==> config.mk <==
export PLATFORM = sky130hd
export DESIGN_NAME = xwm_top
export DESIGN_NICKNAME = d
export VERILOG_FILES = /design/src/xwm_pkg.sv /design/src/xwm_top.sv
export SDC_FILE = /design/constraint.sdc
export NUM_CORES = 1
export LEC_CHECK = 0
export BUFFER_PORTS_ARGS = -buffer_cell sky130_fd_sc_hd__buf_2
export CORE_MARGIN = 4
export CORE_UTILIZATION = 40
export CTS_BUF_LIST = sky130_fd_sc_hd__clkbuf_16
export DETAILED_ROUTE_END_ITERATION = 10
export HOLD_SLACK_MARGIN = 0.1
export PLACE_DENSITY = 0.68
export SYNTH_ARGS = -nofsm -noshare
export SYNTH_HDL_FRONTEND = slang
export SYNTH_SLANG_ARGS = --single-unit
==> constraint.sdc <==
create_clock -name clk_sys -period 3.13 [get_ports clk_sys]
set_input_delay 0.626 -clock clk_sys [delete_from_list [all_inputs] [get_ports clk_sys]]
set_output_delay 0.626 -clock clk_sys [all_outputs]
set_load 0.005 [all_outputs]
==> src/xwm_pkg.sv <==
/*
 * Package for the external watchdog monitor: register offsets, field
 * positions, reset values and shared types.
 * Assumes a 32-bit APB bus and a 100 MHz system clock.
 */
package xwm_pkg;
    localparam logic [7:0] XWM_OFS_CTRL = 8'h00;
    localparam logic [7:0] XWM_OFS_CLKSEL = 8'h04;
    localparam logic [7:0] XWM_OFS_DIV = 8'h08;
    localparam logic [7:0] XWM_OFS_CMPL = 8'h0C;
    localparam logic [7:0] XWM_OFS_CMPH = 8'h10;
    localparam logic [7:0] XWM_OFS_SERVICE = 8'h14;
    localparam logic [7:0] XWM_OFS_STATUS = 8'h18;
    localparam logic [7:0] XWM_OFS_MASK = 8'h1C;
    localparam logic [7:0] XWM_OFS_COUNT = 8'h20;

    localparam int XWM_CTRL_EN = 0;
    localparam int XWM_CTRL_IN_EN = 1;
    localparam int XWM_CTRL_POL = 2;
    localparam int XWM_CTRL_IRQ_EN = 3;

    localparam int XWM_ST_EXPIRE = 0;
    localparam int XWM_ST_BADREF = 1;
    localparam int XWM_ST_INPUT = 2;
    localparam int XWM_NUM_EVT = 3;

    localparam logic [7:0] XWM_CMPL_RST = 8'h00;
    localparam logic [7:0] XWM_CMPH_RST = 8'hFE;
    localparam logic [7:0] XWM_DIV_RST = 8'h00;
    localparam logic [1:0] XWM_CLKSEL_RST = 2'h0;
    localparam logic [7:0] XWM_SERVICE_KEY1 = 8'hB4;
    localparam logic [7:0] XWM_SERVICE_KEY2 = 8'h2C;
    localparam int XWM_NUM_CFG = 5;

    typedef struct packed {
        logic enable;
        logic input_enable;
        logic input_active_high;
        logic interrupt_enable_bit;
        logic [1:0] clock_source;
        logic [7:0] counter_clock_divider;
        logic [7:0] compare_low_value;
        logic [7:0] compare_high_value;
    } xwm_cfg_s;

    typedef enum logic [2:0] {
        XWM_SVC_IDLE = 3'b001,
        XWM_SVC_KEY1 = 3'b010,
        XWM_SVC_DONE = 3'b100
    } xwm_svc_e;
endpackage

==> src/xwm_top.sv <==
/*
 * External watchdog monitor with APB register access.
 * Assumes: monitor input and clock source ticks synchronous to clk_sys;
 * the APB master keeps the standard two-phase protocol.
 */
// The APB slave port and the placing of the registers were decided locally.
// Function
// RQ1: each control bit and config register accepts one write after reset, except irq enable.
// RQ2: a repeated write to a write-once item returns pslverr.
// RQ3: interrupt enable bit may be changed freely without error.
// RQ4: monitor runs immediately once enable and configuration are written.
// RQ5: service sequence clears the watchdog counter to zero.
// RQ6: counter ticks at selected source rate divided by divider plus one.
// RQ7: software keeps compare high value at or below 0xFE.
// RQ8: monitor input asserts low or high per polarity selection.
// RQ9: refresh only inside compare window; faults assert output and interrupt.
`timescale 1ns/1ps
module xwm_top
    import xwm_pkg::*;
(
    input wire logic clk_sys,
    input wire logic reset_n,
    input wire logic psel,
    input wire logic penable,
    input wire logic pwrite,
    input wire logic [7:0] paddr,
    input wire logic [31:0] pwdata,
    output logic [31:0] prdata,
    output logic pready,
    output logic pslverr,
    input wire logic [3:0] lpo_tick,
    input wire logic monitor_in,
    output logic wdog_out,
    output logic irq
);
    xwm_cfg_s cfg_ff;
    logic [XWM_NUM_CFG-1:0] written_ff;
    logic [7:0] count_ff;
    logic [7:0] prediv_ff;
    logic [XWM_NUM_EVT-1:0] status_ff;
    logic [XWM_NUM_EVT-1:0] mask_ff;
    logic wdog_out_ff;
    logic [31:0] prdata_ff;
    xwm_svc_e svc_ff;
    xwm_svc_e nxt_svc;

    logic acc;
    logic wr;
    logic rd;
    logic ctrl_wr;
    logic once_err;
    logic unmapped;
    logic tick;
    logic in_asserted;
    logic in_window;
    logic refresh;
    logic [XWM_NUM_EVT-1:0] evt;
    logic [4:0] idx;

    assign acc = psel && penable;
    assign wr = acc && pwrite;
    assign rd = acc && !pwrite;
    assign idx = paddr[6:2];
    assign unmapped = (paddr > XWM_OFS_COUNT) || (paddr[1:0] != 2'h0);

    // map a config offset to its write-once slot
    always_comb begin
        once_err = 1'b0;
        ctrl_wr = 1'b0;
        unique case (paddr)
            XWM_OFS_CTRL: begin
                ctrl_wr = 1'b1;
                once_err = written_ff[0]; // [RQ2]
            end
            XWM_OFS_CLKSEL: once_err = written_ff[1]; // [RQ2]
            XWM_OFS_DIV: once_err = written_ff[2]; // [RQ2]
            XWM_OFS_CMPL: once_err = written_ff[3]; // [RQ2]
            XWM_OFS_CMPH: once_err = written_ff[4]; // [RQ2]
            default: once_err = 1'b0;
        endcase
    end

    // zero-wait slave; a second control write that only touches the
    // interrupt enable bit with other bits unchanged is still accepted
    logic ctrl_irq_only;
    assign ctrl_irq_only = ctrl_wr && written_ff[0]
        && pwdata[XWM_CTRL_EN] == cfg_ff.enable
        && pwdata[XWM_CTRL_IN_EN] == cfg_ff.input_enable
        && pwdata[XWM_CTRL_POL] == cfg_ff.input_active_high; // [RQ3]

    logic wr_err;
    assign wr_err = wr && once_err && !ctrl_irq_only;
    assign pready = 1'b1;
    assign pslverr = acc && (unmapped || wr_err);
    assign prdata = prdata_ff;

    always_ff @(posedge clk_sys) begin
        if (!reset_n) begin
            cfg_ff.enable <= 1'b0;
            cfg_ff.input_enable <= 1'b0;
            cfg_ff.input_active_high <= 1'b0;
            cfg_ff.interrupt_enable_bit <= 1'b0;
            cfg_ff.clock_source <= XWM_CLKSEL_RST;
            cfg_ff.counter_clock_divider <= XWM_DIV_RST;
            cfg_ff.compare_low_value <= XWM_CMPL_RST;
            cfg_ff.compare_high_value <= XWM_CMPH_RST;
            written_ff <= '0;
        end else if (wr && !unmapped && !wr_err) begin
            // a refused write stores nothing, not even the irq enable bit
            if (ctrl_wr) begin
                cfg_ff.interrupt_enable_bit <= pwdata[XWM_CTRL_IRQ_EN]; // [RQ3]
                if (!written_ff[0]) begin
                    cfg_ff.enable <= pwdata[XWM_CTRL_EN]; // [RQ1]
                    cfg_ff.input_enable <= pwdata[XWM_CTRL_IN_EN];
                    cfg_ff.input_active_high <= pwdata[XWM_CTRL_POL];
                    written_ff[0] <= 1'b1;
                end
            end else if (!once_err) begin
                unique case (paddr)
                    XWM_OFS_CLKSEL: begin
                        cfg_ff.clock_source <= pwdata[1:0]; // [RQ1]
                        written_ff[1] <= 1'b1;
                    end
                    XWM_OFS_DIV: begin
                        cfg_ff.counter_clock_divider <= pwdata[7:0]; // [RQ1]
                        written_ff[2] <= 1'b1;
                    end
                    XWM_OFS_CMPL: begin
                        cfg_ff.compare_low_value <= pwdata[7:0]; // [RQ1]
                        written_ff[3] <= 1'b1;
                    end
                    XWM_OFS_CMPH: begin
                        cfg_ff.compare_high_value <= pwdata[7:0]; // [RQ1]
                        written_ff[4] <= 1'b1;
                    end
                    default: ;
                endcase
            end
        end
    end

    // service is a two-write key sequence so a stray write cannot refresh
    always_comb begin
        nxt_svc = svc_ff;
        unique case (svc_ff)
            XWM_SVC_IDLE, XWM_SVC_DONE: begin
                nxt_svc = XWM_SVC_IDLE;
                if (wr && paddr == XWM_OFS_SERVICE
                    && pwdata[7:0] == XWM_SERVICE_KEY1)
                    nxt_svc = XWM_SVC_KEY1;
            end
            XWM_SVC_KEY1: begin
                if (wr && paddr == XWM_OFS_SERVICE)
                    nxt_svc = (pwdata[7:0] == XWM_SERVICE_KEY2)
                        ? XWM_SVC_DONE : XWM_SVC_IDLE;
            end
            default: nxt_svc = XWM_SVC_IDLE;
        endcase
    end

    always_ff @(posedge clk_sys) begin
        if (!reset_n)
            svc_ff <= XWM_SVC_IDLE;
        else
            svc_ff <= nxt_svc;
    end

    assign refresh = (svc_ff == XWM_SVC_DONE);
    assign in_window = (count_ff >= cfg_ff.compare_low_value)
        && (count_ff <= cfg_ff.compare_high_value); // [RQ9]
    assign in_asserted = cfg_ff.input_active_high ? monitor_in
        : !monitor_in; // [RQ8]
    assign tick = lpo_tick[cfg_ff.clock_source]
        && (prediv_ff == cfg_ff.counter_clock_divider); // [RQ6]

    // divider and counter run as soon as the enable bit is in
    always_ff @(posedge clk_sys) begin
        if (!reset_n) begin
            prediv_ff <= 8'h00;
            count_ff <= 8'h00;
        end else if (!cfg_ff.enable) begin
            prediv_ff <= 8'h00;
            count_ff <= 8'h00;
        end else begin
            if (lpo_tick[cfg_ff.clock_source])
                prediv_ff <= tick ? 8'h00 : prediv_ff + 8'h01; // [RQ6] [RQ4]
            if (refresh && in_window)
                count_ff <= 8'h00; // [RQ5]
            else if (tick && count_ff <= cfg_ff.compare_high_value)
                count_ff <= count_ff + 8'h01;
        end
    end

    // expiry once the count passes the high compare value
    assign evt[XWM_ST_EXPIRE] = cfg_ff.enable
        && count_ff > cfg_ff.compare_high_value; // [RQ9]
    assign evt[XWM_ST_BADREF] = cfg_ff.enable && refresh && !in_window;
    assign evt[XWM_ST_INPUT] = cfg_ff.enable && cfg_ff.input_enable
        && in_asserted;

    genvar g;
    generate
        for (g = 0; g < XWM_NUM_EVT; g++) begin : g_evt
            // set wins over a simultaneous write-one clear
            always_ff @(posedge clk_sys) begin
                if (!reset_n)
                    status_ff[g] <= 1'b0;
                else if (evt[g])
                    status_ff[g] <= 1'b1;
                else if (wr && paddr == XWM_OFS_STATUS && pwdata[g])
                    status_ff[g] <= 1'b0;
            end
        end
    endgenerate

    always_ff @(posedge clk_sys) begin
        if (!reset_n)
            mask_ff <= '0;
        else if (wr && paddr == XWM_OFS_MASK)
            mask_ff <= pwdata[XWM_NUM_EVT-1:0];
    end

    // output stays asserted until the next processor reset
    always_ff @(posedge clk_sys) begin
        if (!reset_n)
            wdog_out_ff <= 1'b0;
        else if (|evt)
            wdog_out_ff <= 1'b1; // [RQ9]
    end
    assign wdog_out = wdog_out_ff;
    assign irq = cfg_ff.interrupt_enable_bit
        && |(status_ff & mask_ff); // [RQ9]

    always_ff @(posedge clk_sys) begin
        if (!reset_n)
            prdata_ff <= 32'h0000_0000;
        else if (psel && !penable && !pwrite) begin
            unique case (paddr)
                XWM_OFS_CTRL: prdata_ff <= {28'h0,
                    cfg_ff.interrupt_enable_bit, cfg_ff.input_active_high,
                    cfg_ff.input_enable, cfg_ff.enable};
                XWM_OFS_CLKSEL: prdata_ff <= {30'h0, cfg_ff.clock_source};
                XWM_OFS_DIV: prdata_ff <= {24'h0,
                    cfg_ff.counter_clock_divider};
                XWM_OFS_CMPL: prdata_ff <= {24'h0, cfg_ff.compare_low_value};
                XWM_OFS_CMPH: prdata_ff <= {24'h0, cfg_ff.compare_high_value};
                XWM_OFS_STATUS: prdata_ff <= {29'h0, status_ff};
                XWM_OFS_MASK: prdata_ff <= {29'h0, mask_ff};
                XWM_OFS_COUNT: prdata_ff <= {24'h0, count_ff};
                default: prdata_ff <= 32'h0000_0000;
            endcase
        end
    end
    logic unused_idx;
    assign unused_idx = ^idx || rd;
endmodule

; ---- Word level (Yosys, flattened, before mapping)
; Cells that the tools add are included.
[classes]
addsub = 2
n_lt_le_gt_ge = 5
n_eq_ne = 18
muxes = 17
bitwise_logic = 6
reduce_logical = 55
[ops]
columns = operator, count
row1 = $pmux W8 S8, 1
row2 = $eq A8 B5 Y1 const B, 4
row3 = $logic_and A1 B1 Y1, 30
row4 = $add A8 B1 Y8 const B, 2
row5 = $eq A8 B4 Y1 const B, 2
row6 = $eq A8 B6 Y1 const B, 2
row7 = $reduce_and A4 Y1, 4
row8 = $mux W1, 9
row9 = $reduce_or A3 Y1, 3
row10 = $eq A8 B3 Y1 const B, 1
row11 = $eq A8 B8 Y1, 1
row12 = $eq A8 B8 Y1 const B, 1
row13 = $ge A8 B8 Y1, 1
row14 = $gt A8 B6 Y1 const B, 1
row15 = $gt A8 B8 Y1, 1
row16 = $le A8 B8 Y1, 1
row17 = $logic_not A8 Y1, 1
row18 = $mux W8, 1
row19 = $reduce_bool A2 Y1, 4
row20 = $logic_not A1 Y1, 7
row21 = $mux W3, 2
row22 = $pmux W3 S2, 1
row23 = $not A1 Y1, 5
row24 = $pmux W1 S5, 1
row25 = other kinds (13), 17
[word_totals]
reg_bits = 93
output_inout_bits = 36
word_cells = 125

; ---- Longest topological paths before layout
; Gate-level depths: netlist of run 1.
[depth]
depth_word = 11
ltp_mapped = 9
ltp_nobuf = 8

; ---- Worst setup path after synthesis of run 1
; Ideal clock, no wire load.
[synth_path]
kind = input to output
start = input paddr[1]
end = output pslverr
arrival_ns = 1.940
slack_ns = 0.564
path_stages = 7
path_buffers = 1
cell_sequence = or4_1 -> buf_4 -> nor2_1 -> nand4_1 -> a31oi_1 -> o21ai_0 -> and3_1
[synth_between]
elab_chain_cells = 10
elab_cells_between_ends = 19
cone_classes = order compare: 1 / eq/ne: 4 / mux: 2 / reduce/logical: 12
[synth_rtl]
columns = element, line
row1 = start: declaration, xwm_top.sv:26  ; input wire logic [7:0] paddr,
row2 = $logic_not A8 Y1, xwm_top.sv:70  ; unique case (paddr)
row3 = $mux W1, xwm_top.sv:70
row4 = $logic_and A1 B1 Y1, xwm_top.sv:86  ; assign ctrl_irq_only = ctrl_wr && written_ff[0]
row5 = $logic_and A1 B1 Y1, xwm_top.sv:87  ; && pwdata[XWM_CTRL_EN] == cfg_ff.enable
row6 = $logic_and A1 B1 Y1, xwm_top.sv:88  ; && pwdata[XWM_CTRL_IN_EN] == cfg_ff.input_enable
row7 = $logic_and A1 B1 Y1, xwm_top.sv:89  ; && pwdata[XWM_CTRL_POL] == cfg_ff.input_active_high;
row8 = $logic_not A1 Y1, xwm_top.sv:92  ; assign wr_err = wr && once_err && !ctrl_irq_only;
row9 = $logic_and A1 B1 Y1, xwm_top.sv:92
row10 = $logic_or A1 B1 Y1 (*), xwm_top.sv:94  ; assign pslverr = acc && (unmapped || wr_err);
row11 = $logic_and A1 B1 Y1 (*), xwm_top.sv:94
row12 = end: declaration, xwm_top.sv:30  ; output logic pslverr,
; Mark *: on every way between the ends. The rest lies on a longest branch, timed or not.

; ---- Final worst setup path of run 1
; Ends and elaborated chain as after synthesis.

==> metrics.md, run 1 <==
| Metric | Value |
|---|---|
| Run status | complete, no violations |
| Initial antenna violation count | 0 |
| Final Total Pwr | 0.001968 W |
| Avg Cell Area, Syn | 8.379 sq um |
| HP Class | flip-flop to flip-flop |
| Async SR Flop Fraction | 0% |
| Vias in the first global route | 3134 |
| Cts repair resizes | 0 |
| Max Buffers Root-to-Sink | 2 |
| # rows | 36 |
| Via count | 3354 |
| Vias/cell | 5.208 |
| Worst EP arrival | 2.18 ns |
| Area growth, synth to finish | 13.13% |
| Final ANT Viol Nets | 0 |
| Crit Path Class | primary input to output port |
| Final Critical Period | 2.810 ns |
| Chip height | 107.4 microns |
| Sw power | 0.0004435 W |
| Yosys warnings | 0 |
| Clk pwr share | 49.3% |
| Register-to-Register Setup Slack | 0.44 ns |
| Wire per inst | 15.29 microns |
| PD cells | 439.9 nW/um^2 |
| Io pins | 86 |
| PortBufs | 36 |
| Grt ovf | 0 |
| Max Fanout on Critical Path | 5 |
| Post-synth EDFFs | 0 |
| Number of fillers in the final layout | 937 |
| RSZ-0062 raised after global routing | false |
| Diode count | 0 |
| Seq/Total Area, Yosys | 34.93% |
| Final Hold Fails | 0 |
| Hpwl dp | 7573 microns |
| Synth Instances | 472 |
| CTS Hold Bufs | 0 |
| Flip-flop and latch count after synthesis | 69 |
| Largest net degree at the start of global routing | 26 |
| Clock transition at path regs | 0.05 ns |
| Startpoint Class | primary input |
| Die W | 107.4 microns |
| Switching portion of total power | 22.53% |
| Combinational share of power | 5.7% |
| Maximum VDD drop | 0.2999 mV |
| Sequential power share | 45.0% |
| Final #Nets | 574 |
| Crit path capture type | output port |
| Rel. slew slack | 14.80% |
| Ys flop type | dfxtp_1 |
| Count of pins over their slew limit | 0 |
| Max Clk Rate | 355.9 MHz |
| Leak | 1.969 nW |
| WP data required | 2.50 ns |
| Iter 0 DRT Violations | 149 |
| Top delay family on crit path | simple AND/OR/NAND/NOR gates |
| Routability Congestion | 0.9048 |
| Critical path's slowest cell | or4_1 |
| Internal power | 0.001525 W |
| Cell repeated most along the worst path | buf_2 |
| Share of layout cells above drive strength 1 | 15.26% |
| Final Routed Wirelength | 9844 microns |
| CTS H-tree depth | 3 |
| Total Routing Usage GR | 17.23% |
| Die ar. | 11540 sq um |
| Synthesized area | 3955 sq um |
| Post-Route Utilization | 46.20% |
| Tcrit/Tclk final | 89.77% |
| Critical path buffers and inverters | 2 |
| CTS Root Buffer Type | clkbuf_16 |
| DRC | 0 |
| Clock Sinks | 69 |
| Post-CTS Setup Bufs | 0 |
| Placed cells | 628 |
| Clk Latency, worst-skew pair | 0.33 ns |
| Worst slew pin tran | 1.268 ns |
| CP Cell Sequence | buf_2 > or4_1 > nor2_1 > nand4_1 > a31oi_1 > o21ai_0 > and3_1 > buf_2 |
| Cts bufs inserted | 9 |
| CTS tree | yes |
| Layout Cells excl Fill | 644 |
| Distinct cells, synth | 53 |
| Starting Density | 40.84% |
| Setup Skew | 0.006487 ns |
| CP max stage delay | 0.59 ns |
| Pre-antenna DRT Iters | 5 |
| Post-route setup TNS | 0 ns |
| First-pass GRT wire length | 15550 microns |
| # setup viols final | 0 |
| Core footprint | 9684 sq um |
| Max Cap Viol | 0 |
==> cells in the final DEF (no fill, tap or decap), drive strengths merged, types with 3 or more instances in the layout <==
cell,count
buf,48
a21o,4
mux2i,31
a21oi,22
nand3b,5
a211oi,4
and3,5
nor2,47
xnor2,4
o211ai,9
nor2b,4
or4,3
nor3b,5
a31oi,9
conb,25
nand3,15
dfxtp,69
ha,18
o21ai,12
mux2,4
clkbuf,9
nand2,58
clkinv,4
inv,22
nand4,7
nand2b,4
nor3,6
a21bo,4
nor4,5
xor2,17
a22oi,10
==> through the flow <==
stage | hold slack [ns] | area (sq um) | setup slack (ns)
floorplan | 0.4318 | 4041 | 0.5637
global placement | 0.4488 | 4190 | 0.2999
detailed placement | 0.4630 | 4190 | 0.2947
CTS | 0.4713 | 4474 | 0.3252
global route | 0.4927 | 4474 | 0.2028
finish | 0.4705 | 4474 | 0.3203
==> worst paths after layout <==
kind	startpoint	endpoint	cells past startpoint
worst min-delay path	prdata[0]	prdata[0]	2
worst min register to register	prdata[0]	prdata[0]	2
worst max register to register	count_ff[0]	count_ff[6]	8
worst max-delay path	paddr[1]	pslverr	8
==> per-layer routing <==
| layer | share of wire (%) | global-route usage (%) | vias to the layer above |
|---|---|---|---|
| met1 | 45 | 21.53 | 1594 |
| met4 | 1.2 | 5.320 | 0 |
| met5 | 0 | 0 | - |
| li1 | - | - | 1675 |
| met2 | 49 | 29.76 | 77 |
| met3 | 4.4 | 3.539 | 8 |
==> cell usage after synthesis (6+ instances only) <==
| library cell | n | area share (%) |
|---|---|---|
| nand3_1 | 14 | 1.8 |
| nor3_1 | 6 | 0.76 |
| nor2_1 | 47 | 4.5 |
| o21ai_0 | 12 | 1.5 |
| dfxtp_1 | 69 | 35 |
| a21oi_1 | 22 | 2.8 |
| xor2_1 | 17 | 3.8 |
| nand4_1 | 7 | 1.1 |
| ha_1 | 18 | 5.7 |
| inv_1 | 20 | 1.9 |
| a22oi_1 | 10 | 1.9 |
| a31oi_1 | 9 | 1.4 |
| o211ai_1 | 9 | 1.7 |
| mux2i_1 | 31 | 7.8 |
| buf_4 | 26 | 4.9 |
| nand2_1 | 58 | 5.5 |
| clkbuf_1 | 18 | 1.7 |
==> flip-flops by register name, indices dropped and copies added, names as in the netlist <==
signal      count
written_ff      5
cfg_ff         30
status_ff       3
wdog_out        1
prediv_ff       8
count_ff        8
prdata          8
svc_ff          3
mask_ff         3
==> kinds of logic after synthesis <==
| family | synth area share, % |
|---|---|
| AND/OR/NAND/NOR | 21.07 |
| AO/OA/AOI/OAI | 14.08 |
| flip-flops | 34.93 |
| buffers and inverters | 9.269 |
| multiplexers | 10.12 |
| XOR/XNOR | 4.650 |
| adder cells (fa/ha/maj) | 5.695 |
| other | 0.1899 |
==> power by group through the flow <==
stage / sequential (W) / combinational, W / clock (W)
2_1_floorplan: 0.000904 / 0.0000872 / 0
3_3_place_gp: 0.000904 / 0.000109 / 0
3_5_place_dp: 0.000904 / 0.000110 / 0
4_1_cts: 0.000885 / 0.000110 / 0.000983
5_1_grt: 0.000885 / 0.000124 / 0.00102
6_report: 0.000885 / 0.000112 / 0.000971
==> layout make-up <==
| cell class | count | area [sq um] | share of cell area [%] |
|---|---|---|---|
| Sequential cell | 69 | 1381 | 30.87 |
| Clock buffer | 9 | 225.2 | 5.034 |
| Multi-Input combinational cell | 357 | 2293 | 51.26 |
| Clock inverter | 7 | 58.81 | 1.314 |
| Timing Repair Buffer | 48 | 270.3 | 6.040 |
| Tap cell | 133 | 166.4 | 3.719 |
| Inverter | 21 | 78.83 | 1.762 |
==> worst register-to-register path, delay by kind of cell, from the launching register on <==
kind | cells | cell delay (ns)
compound gates | 3 | 0.43
flops | 1 | 0.48
buf+inv | 1 | 0.13
simple gates | 3 | 1.23
fa+ha+maj | 1 | 0.30
No activity file was read; power rests on OpenSTA's default activity.
==> run 2, diff against run 1 <==
--- a/config.mk
+++ b/config.mk
@@ -6,6 +6,7 @@
 export NUM_CORES = 1
 export LEC_CHECK = 0
 export BUFFER_PORTS_ARGS = -buffer_cell sky130_fd_sc_hd__buf_2
+export CORE_ASPECT_RATIO = 1.1
 export CORE_MARGIN = 4
 export CORE_UTILIZATION = 40
 export CTS_BUF_LIST = sky130_fd_sc_hd__clkbuf_16
==> metrics.md, run 2 (same netlist as run 1, synthesis figures left out) <==
| Metric | Value |
|---|---|
| Worst slew pin tran | 0.7426 ns (-0.5256 ns) |
| Final Routed Wirelength | 9884 microns (+0.41%) |
| Rel. slew slack | 50.23% (+35 points) |
| Wire per inst | 15.79 microns (+3.3%) |
| Vias in the first global route | 3349 (+6.9%) |
| CTS Root Buffer Type | clkbuf_16 |
| Run status | complete, no violations |
| CTS Hold Bufs | 0 (unchanged) |
| Max Fanout on Critical Path | 5 (unchanged) |
| Post-route setup TNS | 0 ns (unchanged) |
| Crit Path Class | primary input to output port |
| PortBufs | 36 (unchanged) |
| Cts repair resizes | 0 (unchanged) |
| Die W | 102.8 microns (-4.3%) |
| Initial antenna violation count | 0 (unchanged) |
| Via count | 3406 (+1.6%) |
| Routability Congestion | 0.8958 (-0.99%) |
| First-pass GRT wire length | 16150 microns (+3.9%) |
| CP max stage delay | 0.65 ns (+0.06 ns) |
| Starting Density | 41.67% (+0.83 points) |
| Final #Nets | 573 (-0.17%) |
| Critical path's slowest cell | or4_1 |
| Post-Route Utilization | 46.95% (+0.75 points) |
| Iter 0 DRT Violations | 253 (+70%) |
| Crit path capture type | output port |
| Placed inst area | 4175 sq um (-0.36%) |
| Hold_ws | 0.4655 ns (-0.005024 ns) |
| WP data required | 2.50 ns (about the same) |
| # rows | 37 (+2.8%) |
| Hpwl dp | 7694 microns (+1.6%) |
| Count of pins over their slew limit | 0 (unchanged) |
| Max Cap Viol | 0 (unchanged) |
| DRC | 0 (unchanged) |
| Share of layout cells above drive strength 1 | 14.93% (-0.33 points) |
| Tcrit/Tclk final | 93.10% (+3.3 points) |
| Max Buffers Root-to-Sink | 2 (unchanged) |
| Die ar. | 11540 sq um (about the same) |
| Clk Latency, worst-skew pair | 0.33 ns (about the same) |
| RSZ-0062 raised after global routing | false |
| Cts bufs inserted | 9 (unchanged) |
| PD cells | 435.5 nW/um^2 (-1.0%) |
| Final Hold Fails | 0 (unchanged) |
| Fin area | 4456 sq um (-0.42%) |
| Max FFs per register | 30 (unchanged) |
| Clock transition at path regs | 0.05 ns (about the same) |
| Diode count | 0 (unchanged) |
| Chip height | 112.3 microns (+4.5%) |
| Io pins | 86 (unchanged) |
| Leak | 1.973 nW (+0.22%) |
| Largest net degree at the start of global routing | 30 (+15%) |
| Setup Skew | 0.006860 ns (+0.0003729 ns) |
| Pre-antenna DRT Iters | 5 (unchanged) |
| Post-CTS Setup Bufs | 0 (unchanged) |
| Area growth, synth to finish | 12.65% |
| Clock Sinks | 69 (unchanged) |
| Final Total Pwr | 0.001941 W (-1.4%) |
| Grt ovf | 0 (unchanged) |
| Most frequent cells in the layout | dfxtp_1 (69), nand2_1 (58), nor2_1 (47), buf_2 (36), mux2i_1 (31) |
| Largest reg by FF count | cfg_ff |
| Max Clk Rate | 343.2 MHz (-3.6%) |
| Maximum VDD drop | 0.2502 mV (-17%) |
| # setup viols final | 0 (unchanged) |
| Core footprint | 9490 sq um (-2.0%) |
| Worst EP arrival | 2.29 ns (+0.11 ns) |
| Final ANT Viol Nets | 0 (unchanged) |
| Startpoint Class | primary input |
| CP Cell Sequence | buf_2 > or4_1 > a2bb2oi_1 > o21ai_0 > a31oi_1 > o21ai_0 > and3_1 > buf_2 |
| Final Critical Period | 2.914 ns (+0.1043 ns) |
| Commonest non-fill, non-tap cell in the layout | dfxtp_1 |
| CTS tree | yes |
| HP Class | flip-flop to flip-flop |
| Total Routing Usage GR | 17.85% (+0.62 points) |
| CTS H-tree depth | 3 (unchanged) |
| Vias/cell | 5.441 (+4.5%) |
run 2: cell types whose count changed in the layout (fill, tap and decap cells not counted), sizes merged:
cell      before  now
clkinv         4    2
clkinvlp       1    0
inv           22   24
buf           48   47
run 2: critical path: cells and delay by family:
kind	cells	cell delay [ns]
and+or+nand+nor	2	0.82
buffers and inverters	2	0.23
AOI/OAI and AO/OA	4	0.62
run 2: where the power goes:
part | internal [W] | switching (W) | total (W)
logic | 0.0000390 | 0.0000764 | 0.000115
registers | 0.000884 | 0.00000189 | 0.000886
clock network | 0.000598 | 0.000342 | 0.000940
run 2: layout make-up:
type	instances	area, sq um
timing repair buffer	47	275.3
clock buffer	9	225.2
multi-input combinational	357	2298
clock inverter	6	50.05
fill	938	5035
tap	117	146.4
inverter	21	78.83
sequential	69	1381
run 2: worst paths after layout:
path / startpoint / endpoint / slack, ns / cells after the start
setup / recovery: paddr[1] / pslverr / 0.22 / 8
hold / removal: written_ff[1] / written_ff[1] / 0.47 / 1
setup reg to reg: count_ff[1] / count_ff[1] / 0.84 / 7
hold reg to reg: written_ff[1] / written_ff[1] / 0.47 / 1
run 2: layer usage:
metal / GRT usage (%) / vias to the layer above / wire (microns)
met4: 8.204 / 0 / 333
met3: 4.226 / 30 / 489
met1: 21.06 / 1606 / 4145
met5: 0 / - / 0
li1: - / 1679 / -
met2: 30.19 / 91 / 4915
run 2: per-stage QoR:
step	std cells	setup slack (ns)
6_report	626	0.2160
5_1_grt	626	0.05565
4_1_cts	626	0.2299
3_5_place_dp	611	0.2383
3_3_place_gp	611	0.2434
2_1_floorplan	495	0.5637
